===== src/include/cbac_pkg.sv =====
package cbac_pkg;

  // ********************************************
  // register map, byte addresses
  // ********************************************
  localparam logic [7:0] REG_CMD  = 8'h00;
  localparam logic [7:0] REG_SVC  = 8'h04;
  localparam logic [7:0] REG_BLK  = 8'h08;
  localparam logic [7:0] REG_CTRL = 8'h0c;
  localparam logic [7:0] REG_RTD  = 8'h10;
  localparam logic [7:0] REG_STAT = 8'h14;
  localparam logic [7:0] REG_TIME = 8'h18;
  localparam logic [7:0] REG_DLO  = 8'h1c;
  localparam logic [7:0] REG_DHI  = 8'h20;
  localparam logic [7:0] REG_ROM  = 8'h24;
  localparam logic [7:0] REG_ENC  = 8'h28;
  localparam logic [7:0] REG_ACC  = 8'h2c;

  // ********************************************
  // field positions and reset values
  // ********************************************
  localparam int CTRL_EVAL_BIT   = 0;
  localparam int CTRL_UNMNT_BIT  = 1;
  localparam int CTRL_ALT_BIT    = 2;
  localparam int STAT_DONE_BIT   = 16;
  localparam int STAT_BUSY_BIT   = 17;
  localparam int STAT_ENC_BIT    = 18;
  localparam logic [7:0]  RTD_RD_RST = 8'h00;
  localparam logic [7:0]  RTD_WR_RST = 8'h00;
  localparam logic [31:0] MASK_RST   = 32'h0000_0000;

  // ********************************************
  // command codes and limits
  // ********************************************
  localparam logic [7:0] CMD_READ      = 8'h06;
  localparam logic [7:0] CMD_WRITE     = 8'h08;
  localparam logic [7:0] SVC_MAX_RD    = 8'h0f;
  localparam logic [7:0] SVC_MAX_WR    = 8'h0b;
  localparam logic [7:0] SVC_WR_SPLIT  = 8'h08;
  localparam logic [7:0] BLK_MAX_RD    = 8'h0f;
  localparam logic [7:0] BLK_MAX_WR_LO = 8'h0c;
  localparam logic [7:0] BLK_MAX_WR_HI = 8'h0b;
  localparam logic [7:0] ENC_PARAM_BLK = 8'h02;

  // ********************************************
  // status flag codes
  // ********************************************
  localparam logic [7:0] SF1_OK        = 8'h00;
  localparam logic [7:0] SF1_ERR       = 8'hff;
  localparam logic [7:0] SF2_OK        = 8'h00;
  localparam logic [7:0] SF2_UNMNT     = 8'h50;
  localparam logic [7:0] SF2_UNMNT_ALT = 8'h51;
  localparam logic [7:0] SF2_SVC_CNT   = 8'ha1;
  localparam logic [7:0] SF2_BLK_CNT   = 8'ha2;
  localparam logic [7:0] SF2_SVC_DIFF  = 8'ha3;
  localparam logic [7:0] SF2_BLK_SPEC  = 8'ha5;
  localparam logic [7:0] SF2_AREA      = 8'h60;

  // ********************************************
  // encryption modes, descriptor, timing
  // ********************************************
  localparam logic [2:0] MODE_PLAIN = 3'h0;
  localparam logic [2:0] MODE_PRIV  = 3'h2;
  localparam logic [2:0] MODE_FAM   = 3'h3;
  localparam logic [7:0] RTD_ONES   = 8'hff;
  localparam logic [7:0] RTD_ZERO   = 8'h00;
  localparam logic [7:0] ANS_SLOT   = 8'h00;
  localparam int T_FC_MULT    = 256;
  localparam int T_FC_DIV     = 16;
  localparam int T_FC_PERIODS = T_FC_MULT * T_FC_DIV;

  typedef enum logic [1:0] {ROLE_DATA, ROLE_IV, ROLE_MAC} cbac_role_e;
  typedef enum logic [1:0] {ST_COLLECT, ST_ISSUE, ST_DONE} cbac_state_e;

  typedef struct packed {
    logic       three;
    logic [7:0] d2;
    logic [7:0] num;
    logic [7:0] d0;
  } cbac_elem_s;

  typedef struct packed {
    cbac_role_e role;
    logic       nvm;
    logic [3:0] idx;
    logic [7:0] num;
  } cbac_acc_s;

endpackage


===== src/design/cbac_top.sv =====
`timescale 1ns/100ps

module cbac_top #(
  parameter int NVM_BLOCKS = 32,
  parameter int LIST_MAX   = 15,
  parameter int BLK_BYTES  = 16
) (
  input  wire logic                clk,
  input  wire logic                nrst,
  input  wire logic [7:0]          avs_address,
  input  wire logic                avs_read,
  input  wire logic                avs_write,
  input  wire logic [31:0]         avs_writedata,
  input  wire logic [3:0]          avs_byteenable,
  output logic      [31:0]         avs_readdata,
  output logic                     avs_waitrequest,
  output logic                     acc_valid,
  output cbac_pkg::cbac_acc_s      acc,
  output logic      [7:0]          acc_bytes
);

  // ********************************************
  // bus slave
  // ********************************************
  logic        resp_q;
  logic [31:0] rdata_q;
  wire         req     = avs_read | avs_write;
  wire         full_be = (avs_byteenable == 4'hf);
  wire         wr_fire = avs_write & resp_q & full_be;
  wire  [7:0]  addr    = {avs_address[7:2], 2'b00};

  // one wait state: answer at the second edge
  assign avs_waitrequest = req & ~resp_q;
  assign avs_readdata    = rdata_q;

  always_ff @(posedge clk)
  begin
    if (!nrst)
      resp_q <= 1'b0;
    else
      resp_q <= req & ~resp_q;
  end

  wire sel_cmd  = wr_fire & (addr == cbac_pkg::REG_CMD);
  wire sel_svc  = wr_fire & (addr == cbac_pkg::REG_SVC);
  wire sel_blk  = wr_fire & (addr == cbac_pkg::REG_BLK);
  wire sel_ctrl = wr_fire & (addr == cbac_pkg::REG_CTRL);
  wire sel_rtd  = wr_fire & (addr == cbac_pkg::REG_RTD);
  wire sel_rom  = wr_fire & (addr == cbac_pkg::REG_ROM);
  wire sel_enc  = wr_fire & (addr == cbac_pkg::REG_ENC);

  // ********************************************
  // settings
  // ********************************************
  logic [7:0]  rtd_rd_q;
  logic [7:0]  rtd_wr_q;
  logic [31:0] rom_mask_q;
  logic [31:0] enc_mask_q;
  logic        unmnt_q;
  logic        unmnt_alt_q;

  always_ff @(posedge clk)
  begin
    if (!nrst)
    begin
      rtd_rd_q    <= cbac_pkg::RTD_RD_RST;
      rtd_wr_q    <= cbac_pkg::RTD_WR_RST;
      rom_mask_q  <= cbac_pkg::MASK_RST;
      enc_mask_q  <= cbac_pkg::MASK_RST;
      unmnt_q     <= 1'b0;
      unmnt_alt_q <= 1'b0;
    end
    else
    begin
      if (sel_rtd)
      begin
        rtd_rd_q <= avs_writedata[7:0];
        rtd_wr_q <= avs_writedata[15:8];
      end
      if (sel_rom)
        rom_mask_q <= avs_writedata;
      if (sel_enc)
        enc_mask_q <= avs_writedata;
      if (sel_ctrl)
      begin
        unmnt_q     <= avs_writedata[cbac_pkg::CTRL_UNMNT_BIT];
        unmnt_alt_q <= avs_writedata[cbac_pkg::CTRL_ALT_BIT];
      end
    end
  end

  // ********************************************
  // command header
  // ********************************************
  logic [7:0] cmd_q;
  logic [7:0] svc_k_q;
  logic [7:0] blk_m_q;
  logic [7:0] slot_req_q;

  always_ff @(posedge clk)
  begin
    if (!nrst)
    begin
      cmd_q      <= 8'h00;
      svc_k_q    <= 8'h00;
      blk_m_q    <= 8'h00;
      slot_req_q <= 8'h00;
    end
    else if (sel_cmd)
    begin
      cmd_q      <= avs_writedata[7:0];
      svc_k_q    <= avs_writedata[15:8];
      blk_m_q    <= avs_writedata[23:16];
      slot_req_q <= avs_writedata[31:24];
    end
  end

  wire is_rd = (cmd_q == cbac_pkg::CMD_READ);
  wire is_wr = (cmd_q == cbac_pkg::CMD_WRITE);

  // ********************************************
  // service list
  // ********************************************
  cbac_pkg::cbac_state_e state_q;
  logic [4:0]  svc_n_q;
  logic [15:0] svc_first_q;
  logic        svc_diff_q;
  wire         collect  = (state_q == cbac_pkg::ST_COLLECT);
  wire         svc_take = sel_svc & collect & (svc_n_q < 5'(LIST_MAX));
  wire         svc_ne   = (svc_n_q != 5'h00) & (avs_writedata[15:0] != svc_first_q);

  always_ff @(posedge clk)
  begin
    if (!nrst || sel_cmd)
    begin
      svc_n_q     <= 5'h00;
      svc_first_q <= 16'h0000;
      svc_diff_q  <= 1'b0;
    end
    else if (svc_take)
    begin
      svc_n_q <= svc_n_q + 5'h01;
      if (svc_n_q == 5'h00)
        svc_first_q <= avs_writedata[15:0];
      svc_diff_q <= svc_diff_q | svc_ne;
    end
  end

  // ********************************************
  // block list intake
  // ********************************************
  cbac_pkg::cbac_elem_s elem;
  logic [4:0]  blk_n_q;
  logic [7:0]  blk_num_q [LIST_MAX];
  logic [2:0]  mode_q;
  logic [7:0]  prev_q;
  logic        err_am_q;
  logic        err_mode_q;
  logic        err_ord_q;
  logic        err_rng_q;
  logic        err_area_q;

  assign elem = cbac_pkg::cbac_elem_s'(avs_writedata[24:0]);

  localparam logic [7:0] NVM_LIM = 8'(NVM_BLOCKS);

  wire       blk_take  = sel_blk & collect & (blk_n_q < 5'(LIST_MAX));
  wire       first     = (blk_n_q == 5'h00);
  // two-byte element is always plaintext
  wire [2:0] el_mode   = elem.three ? elem.d2[2:0] : cbac_pkg::MODE_PLAIN;
  wire       el_known  = (el_mode == cbac_pkg::MODE_PLAIN) | (el_mode == cbac_pkg::MODE_PRIV)
                       | (el_mode == cbac_pkg::MODE_FAM);
  wire       el_hi_bad = elem.three & (elem.d2[7:3] != 5'h00);
  wire       el_am_bad = (elem.d0[6:4] != 3'h0);
  wire       el_differ = ~first & (el_mode != mode_q);
  wire       el_enc    = (el_mode == cbac_pkg::MODE_PRIV) | (el_mode == cbac_pkg::MODE_FAM);
  wire       enc_now   = first ? el_enc : ((mode_q == cbac_pkg::MODE_PRIV) | (mode_q == cbac_pkg::MODE_FAM));
  // 8-bit add wraps, so 0x00 follows 0xff
  wire [7:0] succ      = prev_q + 8'h01;
  wire       el_ord    = ~first & enc_now & (elem.num != succ);
  // dummies at the tail of an encrypted list are never touched
  wire       el_used   = ~enc_now | ((8'(blk_n_q) + cbac_pkg::ENC_PARAM_BLK) < blk_m_q);
  wire       el_rng    = el_used & (elem.num >= NVM_LIM);
  wire       el_ro     = is_wr & rom_mask_q[elem.num[4:0]];
  wire       el_eo     = ~enc_now & enc_mask_q[elem.num[4:0]];
  wire       el_area   = el_used & ~el_rng & (el_ro | el_eo);

  always_ff @(posedge clk)
  begin
    if (!nrst || sel_cmd)
    begin
      blk_n_q    <= 5'h00;
      mode_q     <= cbac_pkg::MODE_PLAIN;
      prev_q     <= 8'h00;
      err_am_q   <= 1'b0;
      err_mode_q <= 1'b0;
      err_ord_q  <= 1'b0;
      err_rng_q  <= 1'b0;
      err_area_q <= 1'b0;
    end
    else if (blk_take)
    begin
      blk_n_q    <= blk_n_q + 5'h01;
      prev_q     <= elem.num;
      if (first)
        mode_q <= el_mode;
      err_am_q   <= err_am_q | el_am_bad;
      err_mode_q <= err_mode_q | ~el_known | el_hi_bad | el_differ;
      err_ord_q  <= err_ord_q | el_ord;
      err_rng_q  <= err_rng_q | el_rng;
      err_area_q <= err_area_q | el_area;
    end
  end

  // list memory has no reset, it is only read after a full intake
  always_ff @(posedge clk)
  begin
    if (blk_take)
      blk_num_q[blk_n_q[3:0]] <= elem.num;
  end

  // ********************************************
  // parameter check and status
  // ********************************************
  wire       enc_q   = (mode_q == cbac_pkg::MODE_PRIV) | (mode_q == cbac_pkg::MODE_FAM);
  wire [7:0] svc_max = is_rd ? cbac_pkg::SVC_MAX_RD : (is_wr ? cbac_pkg::SVC_MAX_WR : 8'h00);
  wire [7:0] blk_wr  = (svc_k_q <= cbac_pkg::SVC_WR_SPLIT) ? cbac_pkg::BLK_MAX_WR_LO : cbac_pkg::BLK_MAX_WR_HI;
  wire [7:0] blk_max = is_rd ? cbac_pkg::BLK_MAX_RD : (is_wr ? blk_wr : 8'h00);
  wire       svc_bad = (svc_k_q == 8'h00) | (svc_k_q > svc_max) | (8'(svc_n_q) != svc_k_q);
  // encrypted lists need at least one data block besides the two parameter blocks
  wire       enc_few = enc_q & (blk_m_q <= cbac_pkg::ENC_PARAM_BLK);
  wire       blk_bad = (blk_m_q == 8'h00) | (blk_m_q > blk_max) | (8'(blk_n_q) != blk_m_q) | enc_few;
  wire       spc_bad = err_am_q | err_mode_q | err_ord_q | err_rng_q;
  wire       eval    = sel_ctrl & avs_writedata[cbac_pkg::CTRL_EVAL_BIT] & collect;
  wire [7:0] unm_sf2 = unmnt_alt_q ? cbac_pkg::SF2_UNMNT_ALT : cbac_pkg::SF2_UNMNT;
  wire [7:0] chk_sf2 = unmnt_q    ? unm_sf2 :
                       svc_bad    ? cbac_pkg::SF2_SVC_CNT :
                       svc_diff_q ? cbac_pkg::SF2_SVC_DIFF :
                       blk_bad    ? cbac_pkg::SF2_BLK_CNT :
                       spc_bad    ? cbac_pkg::SF2_BLK_SPEC :
                       err_area_q ? cbac_pkg::SF2_AREA :
                       cbac_pkg::SF2_OK;
  wire       chk_ok  = (chk_sf2 == cbac_pkg::SF2_OK);

  logic [7:0] sf1_q;
  logic [7:0] sf2_q;

  always_ff @(posedge clk)
  begin
    if (!nrst || sel_cmd)
    begin
      sf1_q <= cbac_pkg::SF1_OK;
      sf2_q <= cbac_pkg::SF2_OK;
    end
    else if (eval)
    begin
      sf1_q <= chk_ok ? cbac_pkg::SF1_OK : cbac_pkg::SF1_ERR;
      sf2_q <= chk_sf2;
    end
  end

  // ********************************************
  // block access sequencer
  // ********************************************
  logic [3:0] idx_q;
  wire  [3:0] last_idx = blk_m_q[3:0] - 4'h1;
  wire        is_last  = (idx_q == last_idx);
  // payload slot j of an encrypted frame maps to list entry j-1
  wire  [3:0] ent_idx  = (enc_q & (idx_q != 4'h0)) ? idx_q - 4'h1 : idx_q;
  cbac_pkg::cbac_role_e role;

  assign role = ~enc_q          ? cbac_pkg::ROLE_DATA :
                (idx_q == 4'h0) ? cbac_pkg::ROLE_IV :
                is_last         ? cbac_pkg::ROLE_MAC :
                cbac_pkg::ROLE_DATA;

  always_ff @(posedge clk)
  begin
    if (!nrst || sel_cmd)
      state_q <= cbac_pkg::ST_COLLECT;
    else
    begin
      case (state_q)
        cbac_pkg::ST_COLLECT:
          if (eval)
            state_q <= chk_ok ? cbac_pkg::ST_ISSUE : cbac_pkg::ST_DONE;
        cbac_pkg::ST_ISSUE:
          if (is_last)
            state_q <= cbac_pkg::ST_DONE;
        cbac_pkg::ST_DONE:
          state_q <= cbac_pkg::ST_DONE;
        default:
          state_q <= cbac_pkg::ST_COLLECT;
      endcase
    end
  end

  wire issuing = (state_q == cbac_pkg::ST_ISSUE);

  always_ff @(posedge clk)
  begin
    if (!nrst || sel_cmd || !issuing)
      idx_q <= 4'h0;
    else
      idx_q <= idx_q + 4'h1;
  end

  always_ff @(posedge clk)
  begin
    if (!nrst)
    begin
      acc_valid <= 1'b0;
      acc       <= '0;
    end
    else
    begin
      acc_valid <= issuing & ~sel_cmd;
      acc.role  <= role;
      acc.nvm   <= (role == cbac_pkg::ROLE_DATA);
      acc.idx   <= idx_q;
      acc.num   <= blk_num_q[ent_idx];
    end
  end

  assign acc_bytes = 8'(BLK_BYTES);

  // ********************************************
  // response time
  // ********************************************
  wire [7:0]  rt_par = is_wr ? rtd_wr_q : rtd_rd_q;
  wire [19:0] rt_b1  = {17'h00000, rt_par[5:3]} + 20'h00001;
  wire [19:0] rt_a1  = {17'h00000, rt_par[2:0]} + 20'h00001;
  wire [19:0] rt_lin = 20'(rt_b1 * {12'h000, blk_m_q}) + rt_a1;
  wire [19:0] rt_t   = rt_lin << {rt_par[7:6], 1'b0};
  // reported in carrier periods so no rounding is needed
  wire [31:0] rt_fc  = 32'({12'h000, rt_t} * 32'(cbac_pkg::T_FC_PERIODS));

  // ********************************************
  // read data
  // ********************************************
  wire [31:0] rd_stat = {cbac_pkg::ANS_SLOT, 5'h00, enc_q, issuing,
                         (state_q == cbac_pkg::ST_DONE), sf2_q, sf1_q};
  wire [31:0] rd_dlo  = {cbac_pkg::RTD_ZERO, cbac_pkg::RTD_ZERO,
                         cbac_pkg::RTD_ONES, cbac_pkg::RTD_ONES};
  wire [31:0] rd_dhi  = {cbac_pkg::RTD_ONES, rtd_wr_q, rtd_rd_q, cbac_pkg::RTD_ZERO};
  wire [7:0]  n_used  = enc_q ? blk_m_q - cbac_pkg::ENC_PARAM_BLK : blk_m_q;
  wire [31:0] rd_acc  = {slot_req_q, 3'h0, blk_n_q, 3'h0, svc_n_q, n_used};
  wire [31:0] rd_cmd  = {slot_req_q, blk_m_q, svc_k_q, cmd_q};
  wire [31:0] rd_ctrl = {29'h00000000, unmnt_alt_q, unmnt_q, 1'b0};
  wire [31:0] rd_rtd  = {16'h0000, rtd_wr_q, rtd_rd_q};
  wire [31:0] rd_mux  = (addr == cbac_pkg::REG_CMD)  ? rd_cmd :
                        (addr == cbac_pkg::REG_CTRL) ? rd_ctrl :
                        (addr == cbac_pkg::REG_RTD)  ? rd_rtd :
                        (addr == cbac_pkg::REG_STAT) ? rd_stat :
                        (addr == cbac_pkg::REG_TIME) ? rt_fc :
                        (addr == cbac_pkg::REG_DLO)  ? rd_dlo :
                        (addr == cbac_pkg::REG_DHI)  ? rd_dhi :
                        (addr == cbac_pkg::REG_ROM)  ? rom_mask_q :
                        (addr == cbac_pkg::REG_ENC)  ? enc_mask_q :
                        (addr == cbac_pkg::REG_ACC)  ? rd_acc :
                        32'h00000000;

  always_ff @(posedge clk)
  begin
    if (!nrst)
      rdata_q <= 32'h00000000;
    else if (avs_read & ~resp_q)
      rdata_q <= rd_mux;
  end

endmodule // cbac_top


===== config.mk =====
export PLATFORM = sky130hd
export DESIGN_NAME = cbac_top
export DESIGN_NICKNAME = d
export VERILOG_FILES = /design/src/include/cbac_pkg.sv /design/src/design/cbac_top.sv
export SDC_FILE = /design/constraint.sdc
export NUM_CORES = 1
export LEC_CHECK = 0
export ABC_AREA = 1
export BUFFER_PORTS_ARGS = -buffer_cell sky130_fd_sc_hd__buf_2
export CAP_MARGIN = 40
export CORE_MARGIN = 4
export CORE_UTILIZATION = 45
export DETAILED_ROUTE_END_ITERATION = 10
export PLACE_DENSITY_LB_ADDON = 0.25
export SLEW_MARGIN = 40
export SYNTH_ARGS = -nofsm -noshare
export SYNTH_HDL_FRONTEND = slang
export SYNTH_SLANG_ARGS = --single-unit
export TNS_END_PERCENT = 100

===== constraint.sdc =====
create_clock -name clk -period 14.4 [get_ports clk]
set_clock_uncertainty 0.2 [all_clocks]
set_input_delay 2.16 -clock clk [delete_from_list [all_inputs] [get_ports clk]]
set_output_delay 2.16 -clock clk [all_outputs]
set_load 0.01 [all_outputs]

Word-level counts from Yosys, hierarchy flattened
Memory sizes are Yosys's and may differ from the RTL's. A register that Yosys moved wholly into a read port is not among the register bits.
Cells that the tools add are included.
- multipliers: 1
- magnitude comparators: 9
- bitwise gates (word level): 59
- reductions and logical operators: 22
- $add $sub $neg: 11
- shift-type cells: 1
- multiplexer cells: 41
- equal/unequal tests: 28
- operators with widths (cell ; number):
    $mux 32 ; 10
    $mux 8 ; 8
    $logic_not 8->1 ; 4
    $and 1x1->1 ; 30
    $eq 6x3->1 const B ; 4
    $eq 6x4->1 const B ; 4
    $or 1x1->1 ; 23
    $mux 4 ; 5
    $shl 13x3->20 ; 1
    $gt 8x4->1 ; 2
    $ne 16x16->1 ; 1
    $ne 5x8->1 ; 2
    $add 12x4->13 ; 1
    $eq 3x2->1 const B ; 4
    $eq 6x2->1 const B ; 2
    $mul 4x8->12 ; 1
    $mux 2 ; 6
    $add 5x1->5 const B ; 2
    $bmux 1 s5 ; 2
    $logic_not 5->1 ; 2
    $lt 5x4->1 const B ; 2
    $reduce_bool 5->1 ; 2
    $add 3x1->4 const B ; 2
    $add 8x1->8 const B ; 1
    other kinds (33) ; 51
- memories kept: 1
- bits in writable memories: 120
- bits in registers: 220
- memory list (name ; depth ; bits a word ; rd ports ; clocked after Yosys merged registers in ; write ports ; RTL line ; RTL):
    blk_num_q ; 15 ; 8 ; 1 ; 1 ; 1 ; cbac_top.sv:154 ; logic [7:0] blk_num_q [LIST_MAX];

Logic depth before layout (Yosys ltp)
- depth after elaboration: 16
- gate-level depth with buffers: 30
- depth with buffers taken out: 30

Least setup slack after synthesis
OpenSTA, ideal clock, no wires.
- kind: input port to output port
- start: input avs_write
- end: output avs_waitrequest
- data required time: 12.040 ns
- arrival time: 2.354 ns
- stages: 2
- slack: 9.686 ns
- path buffers: 0
- path through: nor2_1 -> nor2_1
- longest elaborated chain between the ends: 2
- ends and longest elaborated chain (item ; RTL line ; RTL):
    start: declaration ; cbac_top.sv:12 ; input wire logic avs_write,
    $or 1x1->1 ; cbac_top.sv:27 ; wire req = avs_read | avs_write;
    $and 1x1->1 ; cbac_top.sv:33 ; assign avs_waitrequest = req & ~resp_q;
    end: declaration ; cbac_top.sv:16 ; output logic avs_waitrequest,
No other way between the ends.

Worst setup path after layout
- start: register cmd_q[4]
- end: register rdata_q[27] (netlist: avs_readdata[27])
- longest elaborated chain between the ends: 11
- elaborated cells on any way between the ends: 12
- classes of those cells: add/sub: 3; mul: 1; eq/ne: 1; shift: 1; mux: 6
- ends and longest elaborated chain (item ; RTL line ; RTL):
    start: declaration ; cbac_top.sv:95 ; logic [7:0] cmd_q;
    start signal: assignment ; cbac_top.sv:111 ; cmd_q <= avs_writedata[7:0];
    $eq 8x4->1 (*) ; cbac_top.sv:119 ; wire is_wr = (cmd_q == cbac_pkg::CMD_WRITE);
    $mux 8 (*) ; cbac_top.sv:330 ; wire [7:0] rt_par = is_wr ? rtd_wr_q : rtd_rd_q;
    $add 3x1->4 ; cbac_top.sv:331 ; wire [19:0] rt_b1 = {17'h00000, rt_par[5:3]} + 20'h00001;
    $mul 4x8->12 ; cbac_top.sv:333 ; wire [19:0] rt_lin = 20'(rt_b1 * {12'h000, blk_m_q}) + rt_a1;
    $add 12x4->13 ; cbac_top.sv:333 ;
    $shl 13x3->20 (*) ; cbac_top.sv:334 ; wire [19:0] rt_t = rt_lin << {rt_par[7:6], 1'b0};
    $mux 32 (*) ; cbac_top.sv:355 ; (addr == cbac_pkg::REG_TIME) ? rt_fc :
    $mux 32 (*) ; cbac_top.sv:354 ; (addr == cbac_pkg::REG_STAT) ? rd_stat :
    $mux 32 (*) ; cbac_top.sv:353 ; (addr == cbac_pkg::REG_RTD) ? rd_rtd :
    $mux 32 (*) ; cbac_top.sv:352 ; (addr == cbac_pkg::REG_CTRL) ? rd_ctrl :
    $mux 32 (*) ; cbac_top.sv:351 ; wire [31:0] rd_mux = (addr == cbac_pkg::REG_CMD) ? rd_cmd :
    end signal: assignment ; cbac_top.sv:368 ; rdata_q <= rd_mux;
    end: declaration ; cbac_top.sv:26 ; logic [31:0] rdata_q;
Mark *: on every way between the ends. The rest lies on a longest branch, timed or not.
A chain may end at the register's enable or synchronous reset.

==> impl_results.md <==
* Status: finished, final reports clean
* Final Hold Viols at 0
* Area share of the largest cell type after synthesis at 24.3%
* Routed Antenna Nets at 0
* Setup crit end kind: register
* Crit-path leading delay family: adder cells
* Critical path required time at approximately 15 ns
* Share of cells above drive strength 1 at between 10% and 20%
* Reg2Reg Depth at 24
* Row count at 73
* Starting DRT DRC Count at ~1,600
* Relative slew slack at 41.8%
* Path length in cells of the critical path at 24
* Initial Utilization at 45.6%
* Actual slew at the worst max-slew pin at slightly below 0.9 ns
* TNS Setup at 0 ns
* Area growth, synth to finish at 11.7%
* Clock Power Share at roughly half
* I/O Buffers at 94
* Clock Sinks at 340
* Worst hold path class: reg2reg
* Cts hold-fix bufs at 0
* Post-cts sizing count at 0
* Reg clk slew, reported paths at 0.06 ns
* Synth top area cells: dfxtp_1 24%, edfxtp_1 20%, nand2_1 9.7%
* CTS root buffer: clkbuf_16
* Io pins at approximately 110
* Pin count of the biggest net entering global routing at approximately 110
* Clock buffer depth at 3
* Internal power at 1660 uW
* All-Layer GR Usage at roughly a quarter
* Synth Area per Inst at between 7 and 8 sq um
* Share of power burned in registers at a little under half
* Core area at roughly 0.04 sq mm
* H-tree Lvls at 2
* First-pass GRT wire length at around 87 mm
* Crit Path Max Fanout at 19
* Crit start category: register
* Switching share of power at 22.7%
* Clock period minus final worst setup slack at between 5 and 6 ns
* Final worst-path cycle share at 38.1%
* Post-synth top cells: 467 x nand2_1, 261 x a21oi_1, 231 x inv_1
* Clock latency on the worst-skew pair at ~0.56 ns
* Slew Viols, Final at 0
* Pwr Density at approximately 110 mW/mm^2
* Post-synthesis cell count at 2,323
* Largest stage delay, worst path at ~0.50 ns
* CTS tree: done
* CP Cell Sequence: inv_1, nand2_1, nor2_1, nand2_2, inv_1, nand2_1, nand2_1, ha_1, xor2_1, inv_1, nor2_1, fa_1, fa_1, ha_1, ha_1, a21oi_1, nor2_1, o21ai_0, nand3_1, nand2_1, nand3_1, nand3_1, nand2_1, a21oi_1
* Crit Path Class: reg2reg
* Yosys warnings at 0
* Via density at between 5 and 6
* Chip Width at between 200 and 250 um
* Hold WS at 0.277 ns
* VDD IR-drop max at between 0.07 and 0.08 mV
* Hold depth at 2
* Fmax at ~180 MHz
* DRC viols at 0
* LEAKAGE at 0.00862 uW
* Most numerous cell in the Yosys netlist: nand2_1
* WL final at about 57 mm
* Initial antenna violation count at 2
* Cell mode on critical path: nand2_1
* Placer Congestion at between 0.9 and 1
* Arr. time, crit path at 5.77 ns
* Top_reg_cell synth: dfxtp_1
* Final design utilization at 50.9%
* Area of the mapped netlist at 0.0181 sq mm
* Setup bufs post-CTS at 0
* Worst path slowest cell: fa_1
* Drt pass-1 iters at 5
* Total CTS buffers at 39
* EDFF count, synth at between 100 and 150
* MaxCap Viol Count at 0
* DP HPWL at 39.6 mm
* WL per Instance at slightly below 20 um
* Die height at 209 um
* Number of fill cells at ~3,900
* Part of the power in combinational logic at 4.7%
* Cell taking the most area after synthesis: dfxtp_1
* Psw at 488 uW
* Die area at between 0.04 and 0.05 sq mm
* Distinct cell type count after synthesis at 55
* WP buf/inv at 3
* Setup violations, final at 0
* Sequential area share after synthesis at 44.2%
* Unrepaired setup endpoints after global routing: false
* Async set-or-reset flop fraction in the synthesized netlist at 0%
* Vias in the first global route at between 15,000 and 20,000
* Vias at roughly 16,000
* Number of synthesized register bits at 340
* Nets at 2,484
* Global route overflow at 0
## metal layers
layer	track usage [%]	routed length, um
met1	35.0	24500
met2	40.4	25800
met3	3.18	4130
met4	9.50	2090
met5	0	0
## cells in the final DEF (no fill, tap or decap), drive strengths merged, types with 6 or more instances in the layout
master / instances
o22ai: 10
fa: 15
clkinv: 13
nor2: 187
o211ai: 36
nand3b: 6
clkbuf: 50
ha: 60
nand3: 182
nor4: 6
a21oi: 261
edfxtp: 120
xor2: 26
or2: 32
o21ai: 235
o2111ai: 9
inv: 246
conb: 8
dfxtp: 220
nor3: 18
buf: 112
nand2: 471
nand4: 21
xnor2: 15
## power by group through the flow
stage / Clock (uW) / Combinational (uW) / Sequential (uW)
global placement: 0 / 98.2 / 1020
global route: 1100 / 109 / 1000
finish: 1050 / 101 / 1000
floorplan: 0 / 50.2 / 1030
detailed placement: 0 / 99.7 / 1020
CTS: 1060 / 100 / 1000
## sequential cells by signal (all words and copies together) (netlist names), 15 cells and up
name          cells
enc_mask_q       32
avs_readdata     32
svc_first_q      16
rom_mask_q       32
acc              15
blk_num_q       120
## layout make-up
class / instances / area [sq um] / share of cell area [%]
clock inverter: 20 / 245 / 1.21
multi-input combinational: 1620 / 8650 / 42.8
inverter: 248 / 931 / 4.60
timing repair buffer: 112 / 623 / 3.08
clock buffer: 50 / 1110 / 5.49
tap: 525 / 657 / 3.25
sequential: 340 / 8010 / 39.6
antenna: 2 / 5.00 / 0.0247
## worst register-to-register path, stage by stage, from the launching register on
cell     delay, ns
dfxtp_1       0.32
inv_1         0.05
nand2_1       0.04
nor2_1        0.17
nand2_2       0.26
inv_1         0.24
nand2_1       0.09
nand2_1       0.28
ha_1          0.23
xor2_1        0.27
inv_1         0.19
nor2_1        0.17
fa_1          0.48
fa_1          0.50
ha_1          0.30
ha_1          0.36
a21oi_1       0.28
nor2_1        0.10
o21ai_0       0.25
nand3_1       0.12
nand2_1       0.09
nand3_1       0.10
nand3_1       0.13
nand2_1       0.06
a21oi_1       0.12
## stage by stage
step | power [uW] | instance area, sq um | setup WS, ns | cells
floorplan | 1080 | 18100 | 9.69 | 2329
global route | 2210 | 20200 | 8.50 | 2917
global placement | 1120 | 18800 | 9.05 | 2843
CTS | 2170 | 20200 | 8.96 | 2915
detailed placement | 1120 | 18900 | 9.00 | 2845
finish | 2150 | 20200 | 8.91 | 2917
## worst paths after layout
kind / from / end / slack, ns
setup / recovery: cmd_q[4]$_SDFFE_PN0P_ / avs_readdata[27]$_SDFFE_PN0P_ / 8.91
hold / removal: err_rng_q$_SDFFE_PP0P_ / err_rng_q$_SDFFE_PP0P_ / 0.28
setup reg to reg: cmd_q[4]$_SDFFE_PN0P_ / avs_readdata[27]$_SDFFE_PN0P_ / 8.91
hold reg to reg: err_rng_q$_SDFFE_PP0P_ / err_rng_q$_SDFFE_PP0P_ / 0.28
## cells by family after synthesis
family / after synthesis / synth area share [%]
AND/OR/NAND/NOR: 925 / 22.3
flip-flops: 340 / 44.2
other: 2 / 0.0415
XOR/XNOR: 41 / 2.17
buffers and inverters: 369 / 8.51
AO/OA/AOI/OAI: 571 / 16.9
adder cells (fa/ha/maj): 75 / 5.81
No activity file was read; power rests on OpenSTA's default activity.
